File: config.mk
export PLATFORM = sky130hd
export DESIGN_NAME = hrep_port
export DESIGN_NICKNAME = d
export VERILOG_FILES = /design/src/hrep_sync.sv /design/src/hrep_port.sv
export SDC_FILE = /design/constraint.sdc
export NUM_CORES = 1
export LEC_CHECK = 0
export BUFFER_PORTS_ARGS = -buffer_cell sky130_fd_sc_hd__buf_2
export CAP_MARGIN = 20
export CORE_MARGIN = 2
export CORE_UTILIZATION = 30
export DETAILED_ROUTE_END_ITERATION = 12
export GPL_ROUTABILITY_DRIVEN = 0
export HOLD_SLACK_MARGIN = 0.02
export PLACE_DENSITY = 0.45
export SLEW_MARGIN = 10
export SYNTH_ARGS = -nofsm -noshare
export SYNTH_HDL_FRONTEND = slang
export SYNTH_SLANG_ARGS = --single-unit
File: constraint.sdc
create_clock -name clk_i -period 2.7 [get_ports clk_i]
set_clock_uncertainty 0.2 [all_clocks]
set_input_delay 0.27 -clock clk_i [delete_from_list [all_inputs] [get_ports clk_i]]
set_output_delay 0.27 -clock clk_i [all_outputs]
set_load 0.02 [all_outputs]
File: src/hrep_sync.sv
/*
 * Package of shared constants for the host register emulation port, and the
 * three-stage input synchroniser used on every host pin.
 * Assumes host pins are asynchronous to clk_i and that the host holds its
 * strobes for several clock periods, as an ISA-style cycle does.
 */
package hrep_pkg;
    localparam int DATA_W = 8;
    localparam int ADDR_W = 3;
    localparam int IDX_W = ADDR_W + 1;
    localparam int NREG = 16;
    localparam int SYNC_W = 16;
    // Bit positions of the host pins inside the synchronised bundle
    localparam int SB_DATA_LO = 0;
    localparam int SB_ADDR_LO = 8;
    localparam int SB_CS_FM = 11;
    localparam int SB_CS_MIDI = 12;
    localparam int SB_RD = 13;
    localparam int SB_WR = 14;
    localparam int SB_PD = 15;
    // Idle level of the bundle: all active-low pins high, data and address low
    localparam logic [SYNC_W-1:0] SYNC_IDLE = 16'hF800;
    localparam logic SET_FM = 1'b0;
    localparam logic SET_MIDI = 1'b1;
    localparam logic [DATA_W-1:0] REG_RST = 8'h00;

    typedef enum logic [1:0] {
        HREP_RUN = 2'b01,
        HREP_PDOWN = 2'b10
    } hrep_state_t;
endpackage

`timescale 1ns/1ps
module hrep_sync #(
    parameter int W = 16,
    parameter logic [W-1:0] RST = '0
) (
    input wire logic clk_i,
    input wire logic rst_n_i,
    input wire logic [W-1:0] pin_i,
    output logic [W-1:0] val_o
);
    typedef struct packed {
        logic [W-1:0] s1;
        logic [W-1:0] s2;
        logic [W-1:0] s3;
        logic [W-1:0] val;
    } hrep_sync_st_t;

    hrep_sync_st_t q;
    hrep_sync_st_t d;

    // Stage one feeds stage two only; a bit is accepted once stages two and three agree
    always_comb begin
        d.s1 = pin_i;
        d.s2 = q.s1;
        d.s3 = q.s2;
        d.val = (q.s2 & ~(q.s2 ^ q.s3)) | (q.val & (q.s2 ^ q.s3));
    end

    always_ff @(posedge clk_i or negedge rst_n_i) begin
        if (!rst_n_i) begin
            q <= {RST, RST, RST, RST};
        end else begin
            q <= d;
        end
    end

    assign val_o = q.val;
endmodule
File: src/hrep_port.sv
/*
 * Host register emulation port: two emulated register sets of eight bytes
 * each (FM-synth set and UART-mode MIDI set) reached over a parallel host bus,
 * two interrupt outputs, and sticky power-down.
 * Assumes the synth core updates host-readable bytes through the core port
 * and consumes the host write and read pulses; host pins are asynchronous.
 */
// How it works
// RULE1: The eight host data lines carry bytes both ways between host and device.
// RULE2: A low FM chip select steers the access to the FM register set.
// RULE3: A low MIDI chip select steers the access to the MIDI UART register set.
// RULE4: The three address lines pick one of eight bytes in the selected set.
// RULE5: A low write strobe stores the host data byte in the addressed register.
// RULE6: A low read strobe puts the addressed register on the host data lines.
// RULE7: The active-low FM interrupt follows the FM set's request for attention.
// RULE8: The active-high MIDI interrupt follows the MIDI set's request for attention.
// RULE9: Reset puts every register and state of the port to its starting value.
// RULE10: The host board holds reset low at power-on until the oscillator settles.
// RULE11: While reset is low the port is idle: no drive, no interrupts.
// RULE12: A low power-down input sends the port into its low-power state.
// RULE13: Power-down is left only through reset, not by releasing the input.
// RULE14: Data lines are driven only while read strobe and a chip select are low.
`timescale 1ns/1ps
module hrep_port (
    input wire logic clk_i,
    input wire logic rst_n_i,
    input wire logic [hrep_pkg::DATA_W-1:0] host_data_i,
    output logic [hrep_pkg::DATA_W-1:0] host_data_o,
    output logic host_data_oe_n_o,
    input wire logic [hrep_pkg::ADDR_W-1:0] host_addr_i,
    input wire logic fm_reg_select_n_i,
    input wire logic midi_uart_select_n_i,
    input wire logic host_write_n_i,
    input wire logic host_read_n_i,
    input wire logic power_down_n_i,
    output logic fm_irq_n_o,
    output logic midi_irq_o,
    output logic low_power_o,
    input wire logic core_wr_i,
    input wire logic [hrep_pkg::IDX_W-1:0] core_idx_i,
    input wire logic [hrep_pkg::DATA_W-1:0] core_wdata_i,
    input wire logic fm_irq_req_i,
    input wire logic midi_irq_req_i,
    output logic host_wr_stb_o,
    output logic [hrep_pkg::IDX_W-1:0] host_wr_idx_o,
    output logic [hrep_pkg::DATA_W-1:0] host_wr_data_o,
    output logic host_rd_stb_o,
    output logic [hrep_pkg::IDX_W-1:0] host_rd_idx_o
);
    typedef struct packed {
        hrep_pkg::hrep_state_t state;
        logic [hrep_pkg::NREG-1:0][hrep_pkg::DATA_W-1:0] regs;
        logic [hrep_pkg::DATA_W-1:0] rdata;
        logic rd_en;
        logic wr_prev;
        logic rd_prev;
        logic wr_prev2;
        logic rd_prev2;
        logic fm_irq;
        logic midi_irq;
        logic wr_stb;
        logic [hrep_pkg::IDX_W-1:0] wr_idx;
        logic [hrep_pkg::DATA_W-1:0] wr_data;
        logic rd_stb;
        logic [hrep_pkg::IDX_W-1:0] rd_idx;
    } hrep_port_st_t;

    function automatic logic [hrep_pkg::IDX_W-1:0] reg_idx(
        input logic set,
        input logic [hrep_pkg::ADDR_W-1:0] addr
    );
        reg_idx = {set, addr};
    endfunction

    logic [hrep_pkg::SYNC_W-1:0] pins;
    logic [hrep_pkg::SYNC_W-1:0] syn;
    logic [hrep_pkg::DATA_W-1:0] data_s;
    logic [hrep_pkg::ADDR_W-1:0] addr_s;
    logic sel_fm;
    logic sel_midi;
    logic sel_any;
    logic rd_act;
    logic wr_act;
    logic pd_act;
    logic [hrep_pkg::IDX_W-1:0] idx;
    logic write_fire;
    logic read_fire;
    logic running;
    hrep_port_st_t q;
    hrep_port_st_t d;

    assign pins = {power_down_n_i, host_write_n_i, host_read_n_i, midi_uart_select_n_i,
                   fm_reg_select_n_i, host_addr_i, host_data_i};

    hrep_sync #(
        .W(hrep_pkg::SYNC_W),
        .RST(hrep_pkg::SYNC_IDLE)
    ) u_sync (
        .clk_i(clk_i),
        .rst_n_i(rst_n_i),
        .pin_i(pins),
        .val_o(syn)
    );

    assign data_s = syn[hrep_pkg::SB_DATA_LO +: hrep_pkg::DATA_W]; // RULE1
    assign addr_s = syn[hrep_pkg::SB_ADDR_LO +: hrep_pkg::ADDR_W];
    // Both selects low at once is a host fault; the FM set takes it
    assign sel_fm = !syn[hrep_pkg::SB_CS_FM]; // RULE2
    assign sel_midi = !syn[hrep_pkg::SB_CS_MIDI] && syn[hrep_pkg::SB_CS_FM]; // RULE3
    assign sel_any = sel_fm || sel_midi;
    assign rd_act = !syn[hrep_pkg::SB_RD];
    assign wr_act = !syn[hrep_pkg::SB_WR];
    assign pd_act = !syn[hrep_pkg::SB_PD];
    assign idx = reg_idx(sel_fm ? hrep_pkg::SET_FM : hrep_pkg::SET_MIDI, addr_s); // RULE4
    assign running = (q.state == hrep_pkg::HREP_RUN);
    // Act on the second synchronised cycle of a strobe: data, address and select bits that
    // crossed one clock later than the strobe have settled by then
    assign write_fire = running && !pd_act && sel_any
                        && wr_act && q.wr_prev && !q.wr_prev2; // RULE5
    assign read_fire = running && !pd_act && sel_any
                       && rd_act && q.rd_prev && !q.rd_prev2;

    always_comb begin
        d = q;
        d.wr_prev = wr_act;
        d.rd_prev = rd_act;
        d.wr_prev2 = q.wr_prev;
        d.rd_prev2 = q.rd_prev;
        d.wr_stb = 1'b0;
        d.rd_stb = 1'b0;
        unique case (q.state)
            hrep_pkg::HREP_RUN: begin
                if (pd_act) begin
                    d.state = hrep_pkg::HREP_PDOWN; // RULE12
                    d.rd_en = 1'b0;
                    d.fm_irq = 1'b0;
                    d.midi_irq = 1'b0;
                end else begin
                    // Core update first so a host write to the same byte wins
                    if (core_wr_i) begin
                        d.regs[core_idx_i] = core_wdata_i;
                    end
                    if (write_fire) begin
                        d.regs[idx] = data_s; // RULE5
                        d.wr_stb = 1'b1;
                        d.wr_idx = idx;
                        d.wr_data = data_s;
                    end
                    d.rd_en = rd_act && sel_any; // RULE14
                    if (rd_act && sel_any) begin
                        d.rdata = q.regs[idx]; // RULE6
                    end
                    if (read_fire) begin
                        d.rd_stb = 1'b1;
                        d.rd_idx = idx;
                    end
                    d.fm_irq = fm_irq_req_i; // RULE7
                    d.midi_irq = midi_irq_req_i; // RULE8
                end
            end
            hrep_pkg::HREP_PDOWN: begin
                // Only reset leaves this state; the pin going high does nothing
                d.rd_en = 1'b0; // RULE13
                d.fm_irq = 1'b0;
                d.midi_irq = 1'b0;
            end
        endcase
    end

    always_ff @(posedge clk_i or negedge rst_n_i) begin
        if (!rst_n_i) begin
            q.state <= hrep_pkg::HREP_RUN; // RULE9
            q.regs <= {hrep_pkg::NREG{hrep_pkg::REG_RST}};
            q.rdata <= hrep_pkg::REG_RST;
            q.rd_en <= 1'b0; // RULE11
            q.wr_prev <= 1'b0;
            q.rd_prev <= 1'b0;
            q.wr_prev2 <= 1'b0;
            q.rd_prev2 <= 1'b0;
            q.fm_irq <= 1'b0;
            q.midi_irq <= 1'b0;
            q.wr_stb <= 1'b0;
            q.wr_idx <= '0;
            q.wr_data <= hrep_pkg::REG_RST;
            q.rd_stb <= 1'b0;
            q.rd_idx <= '0;
        end else begin
            q <= d;
        end
    end

    assign host_data_o = q.rdata;
    assign host_data_oe_n_o = !q.rd_en; // RULE14
    assign fm_irq_n_o = !q.fm_irq;
    assign midi_irq_o = q.midi_irq;
    assign low_power_o = (q.state == hrep_pkg::HREP_PDOWN);
    assign host_wr_stb_o = q.wr_stb;
    assign host_wr_idx_o = q.wr_idx;
    assign host_wr_data_o = q.wr_data;
    assign host_rd_stb_o = q.rd_stb;
    assign host_rd_idx_o = q.rd_idx;
endmodule

Word-level counts from Yosys, hierarchy flattened. Index checks and enable logic that the tools add are counted.

Memories: 0. Bits in writable memories: 0. Input port bits: 33. Bits in latches: 0. Bits in read-only memories: 0. Flip-flop bits (word level): 227.

Shift operators: 0. Bitwise logic cells: 6. Reduce and logical (&&, ||, !) cells: 26. $add $sub $neg: 0. Multipliers: 0. Div/mod/pow operators: 0. Mux-type cells: 21. Equal/unequal tests: 2. Magnitude comparators: 4.

Operators with widths (number): 128-bit 2-to-1 mux (4); 128-bit bitwise mux (2); 8-bit demux with 4-bit select (2); 18-bit 2-to-1 mux (2); 16-bit bitwise AND (2); 8-bit binary-select mux with 4-bit select (1); 8-bit 2-to-1 mux (3); 16-bit NOT (1); 16-bit OR (1); 16-bit bitwise XOR (1); 13-bit 2-to-1 mux (1); 1-bit logical AND (12); 4-bit by 5-bit less-than comparator with 1-bit output (second input constant) (2); 3-bit AND reduction (3); 4-bit by 1-bit >= comparator with 1-bit output (second input constant) (2); 1-bit zero test (8); 5-bit 2-to-1 mux (1); 2-bit one-hot mux with 2 select lines (1); 2-bit AND reduction (2); 2-bit by 1-bit == test with 1-bit output (second input constant) (1); 2-bit == test (second input constant) (1); 1-bit 2-to-1 mux (2); 2-bit 2-to-1 mux (1); 1-bit one-hot mux with 2 select lines (1); 2 further kinds (2).

Logic depth before layout (Yosys ltp).
Depth in word-level cells: 10. Depth in mapped cells: 7. Gate-level depth less buffers: 4.

Cells and area by module. A second synthesis with hierarchy kept.

Cell total of the unflattened synthesis: 877. Area, all modules: 10301.1 um2.

By module, submodules not included: hrep_port (cells an instance 781, sequential area each 4080.2 um2, times used 1, area an instance 8374.3 um2); hrep_sync (cells an instance 96, sequential area each 1626.6 um2, times used 1, area an instance 1926.8 um2).

Worst setup path before layout. OpenSTA, ideal clock, no wires.

Path type: register -> register. Start: register (tool-made name). End: register q[33] (netlist name). Setup time: 79 ps. Arrival: 1798 ps. Path slack: 622 ps. Stages on the path, launching flop included: 7. Clock period less this slack: 2078 ps. Path buffers: 2. Cell sequence: dfstp_2 > or4b_4 > buf_6 > or2_1 > buf_2 > a21oi_4 > a2bb2oi_1.

RTL lines: to (decl) (RTL line hrep_port.sv:89) `hrep_port_st_t q;`.

==> flow_summary.toml <==
[synthesis]
synth-seq-area-share = 0.531
syn_nets = 931
synthArstFlopShare = 1.00
ys_ff_latch = 227
syn_avg_cell_area_um2 = 12.0
syn_inst = 898
synth_warnings = 0
synth_cell_type_count = 47
mappedNetlistArea_um2 = 10700
ys.flop_type = "dfrtp_1"
synth-edff-count = 0

[route]
antenna_left = 0
wl_per_cell_um = 24.7
routed_via_density = 5.55
drtIter0Drc = 548
totalWireLength_um = 35400
first_pass_iters = 5
drc = 0
dr_total_vias = 7951

[floorplan]
core_area_um2 = 35400
boundaryPins = 63
dieHeight_um = 193
start_util = 0.304
die_width_um = 193
die_area_um2 = 37300
num_rows = 69

[pwr]
internal_power_mw = 5.85
p_per_area_nw_per_um2 = 625
peakVddDrop_mv = 0.452
power.leakage_nw = 5.23
comb_power_share = 0.075
p_switching_mw = 2.05
seqPwrFrac = 0.463
p_clk_frac = 0.462
swShare = 0.259

[grt]
first_global_vias = 8133
grt_antenna_before_repair = 0
grt_first_pass_wirelength_um = 54100
grt_usage = 0.187
grt_max_degree = 129
overflow = 0

[final_layout]
diodes = 0
fin_nets = 985
areaGrowthSynthToFinish_pct = 17.7
finalCoreUtilization = 0.357
final_layout_size_suffix_gt1_frac = 0.242

[cts]
path_clk_slew_ns = 0.06
clk_latency_ns = 0.54
tritoncts = "done"
cts_sinks = 227
htree_levels = 1
cts_buffers = 27
cts_buffer_depth = 3
root_buffer = "clkbuf_16"
post-cts-setup-buffers = 0

[critical_path]
start_kind = "register"
endpoint_kind = "register"
critPathKind = "register to register"
worstPathRequired_ns = 2.92
arrival_ns = 2.67
path_max_fanout = 13

[sta]
finalSetupViolCount = 0
slew_violations = 0
whs_ns = 0.0572
hold_violations = 0
period_share = 0.910
rsz0062_at_grt = "no"
max_slew_margin = 0.222
tns_ns = 0
finalCriticalPeriod_ns = 2.46
fmax_ghz = 0.407
worst_slew_pin_slew_ns = 1.17

[hold_path]
worstHoldPathType = "input port to asynchronous set/reset pin"

[run_status]
outcome = "complete, no violations"

[run]
cap_viol_max_count = 0

[placement]
dpl.hpwl_um = 21800
portBuffers = 62
power by group through the flow:
| stage | sequential (mW) | clock, mW | combinational, mW |
|---|---|---|---|
| after floorplan | 3.58 | 0 | 0.358 |
| after global placement | 3.72 | 0 | 0.575 |
| after detailed placement | 3.72 | 0 | 0.575 |
| after CTS | 3.66 | 3.75 | 0.597 |
| after global routing | 3.67 | 3.90 | 0.643 |
| final | 3.66 | 3.65 | 0.590 |
area by class of cell:
cell class | instances | area [µm²]
Fill cell | 3539 | 22800
Sequential cell | 227 | 5710
Multi-Input combinational cell | 556 | 4490
Timing Repair Buffer | 132 | 943
Clock buffer | 35 | 788
Tap cell | 461 | 577
Clock inverter | 13 | 104
Inverter | 8 | 30.0
timing repair:
item	4_1_cts	5_1_grt
hold buffers	19	0
resized for setup	0	0
endpoints found under the hold margin	236	0
routing by layer:
layer,share of wire,global-route usage,up-vias
met2,0.43,0.271,219
met3,0.048,0.0293,66
met4,0.032,0.0630,0
met1,0.49,0.283,4117
met5,0,0,-
li1,-,-,3549
cell usage after synthesis (all sizes together) (10+ instances only):
| cell | instances | area, µm² |
|---|---|---|
| a21oi | 16 | 151 |
| buf | 51 | 312 |
| maj3 | 16 | 160 |
| or3 | 50 | 313 |
| nand2 | 16 | 60.1 |
| mux2i | 96 | 961 |
| nor2 | 18 | 67.6 |
| mux2 | 16 | 180 |
| clkbuf | 56 | 210 |
| a2bb2oi | 128 | 1120 |
| or2 | 10 | 62.6 |
| dfrtp | 206 | 5150 |
| dfstp | 21 | 552 |
| o22ai | 96 | 601 |
through the flow:
step	cells	power, mW	worst slack, ns	cell area, µm²
after floorplan	898	3.94	0.622	10700
after CTS	1432	8.01	0.259	12600
after global placement	1365	4.29	0.247	11600
after detailed placement	1365	4.30	0.280	11600
final	1432	7.90	0.244	12600
after global routing	1432	8.21	0.137	12600
worst paths after layout:
kind / from / endpoint / slack [ns] / depth (start not counted)
setup / recovery: register / host_wr_data_o[5]$_DFFE_PN0P_ / 0.24 / 4
hold / removal: rst_n_i / q[19]$_DFF_PN0_ / 0.06 / 2
setup reg to reg: register / host_wr_data_o[5]$_DFFE_PN0P_ / 0.24 / 4
hold reg to reg: u_sync.d[42]$_DFF_PN0_ / u_sync.d[26]$_DFF_PN0_ / 0.15 / 0
max in group asynchronous: rst_n_i / u_sync.d[23]$_DFF_PN0_ / 1.50 / 3
min in group clk_i: core_wdata_i[6] / q[79]$_DFFE_PN0N_ / 0.10 / 3
flip-flops by register name, summed over array words and instances, names as in the netlist, named ones only:
name / flops
d: 2
host_data_o: 8
host_rd_idx_o: 4
host_rd_stb_o: 1
host_wr_data_o: 8
host_wr_idx_o: 4
host_wr_stb_o: 1
midi_irq_o: 1
q: 134
u_sync.d: 32
u_sync.q: 16
logic make-up (layout without fill, tap and decap cells):
kind of cell	after synthesis	after routing	share of synthesized area
mux	120	120	0.123
compound gates	276	276	0.199
simple gates	144	144	0.0809
buf+inv	115	188	0.0514
flops	227	227	0.531
fa+ha+maj	16	16	0.0149
cell usage in the layout (no fill, tap or decap), types with 16 or more instances in the layout:
cell / instances
a2bb2oi_1: 128
buf_2: 61
buf_4: 47
clkbuf_16: 29
dfrtp_1: 204
dfstp_2: 21
dlygate4sd3_1: 19
maj3_1: 16
mux2_2: 16
mux2i_1: 96
nand2_1: 16
nor2_1: 18
o22ai_1: 96
or3_1: 50
worst max-delay path, stage by stage (launching register included):
cell     delay (ns)
dfstp_2        0.40
and2_1         0.23
nor4b_1        0.56
nand2_1        0.53
mux2_2         0.42
No activity file was read; power rests on OpenSTA's default activity.
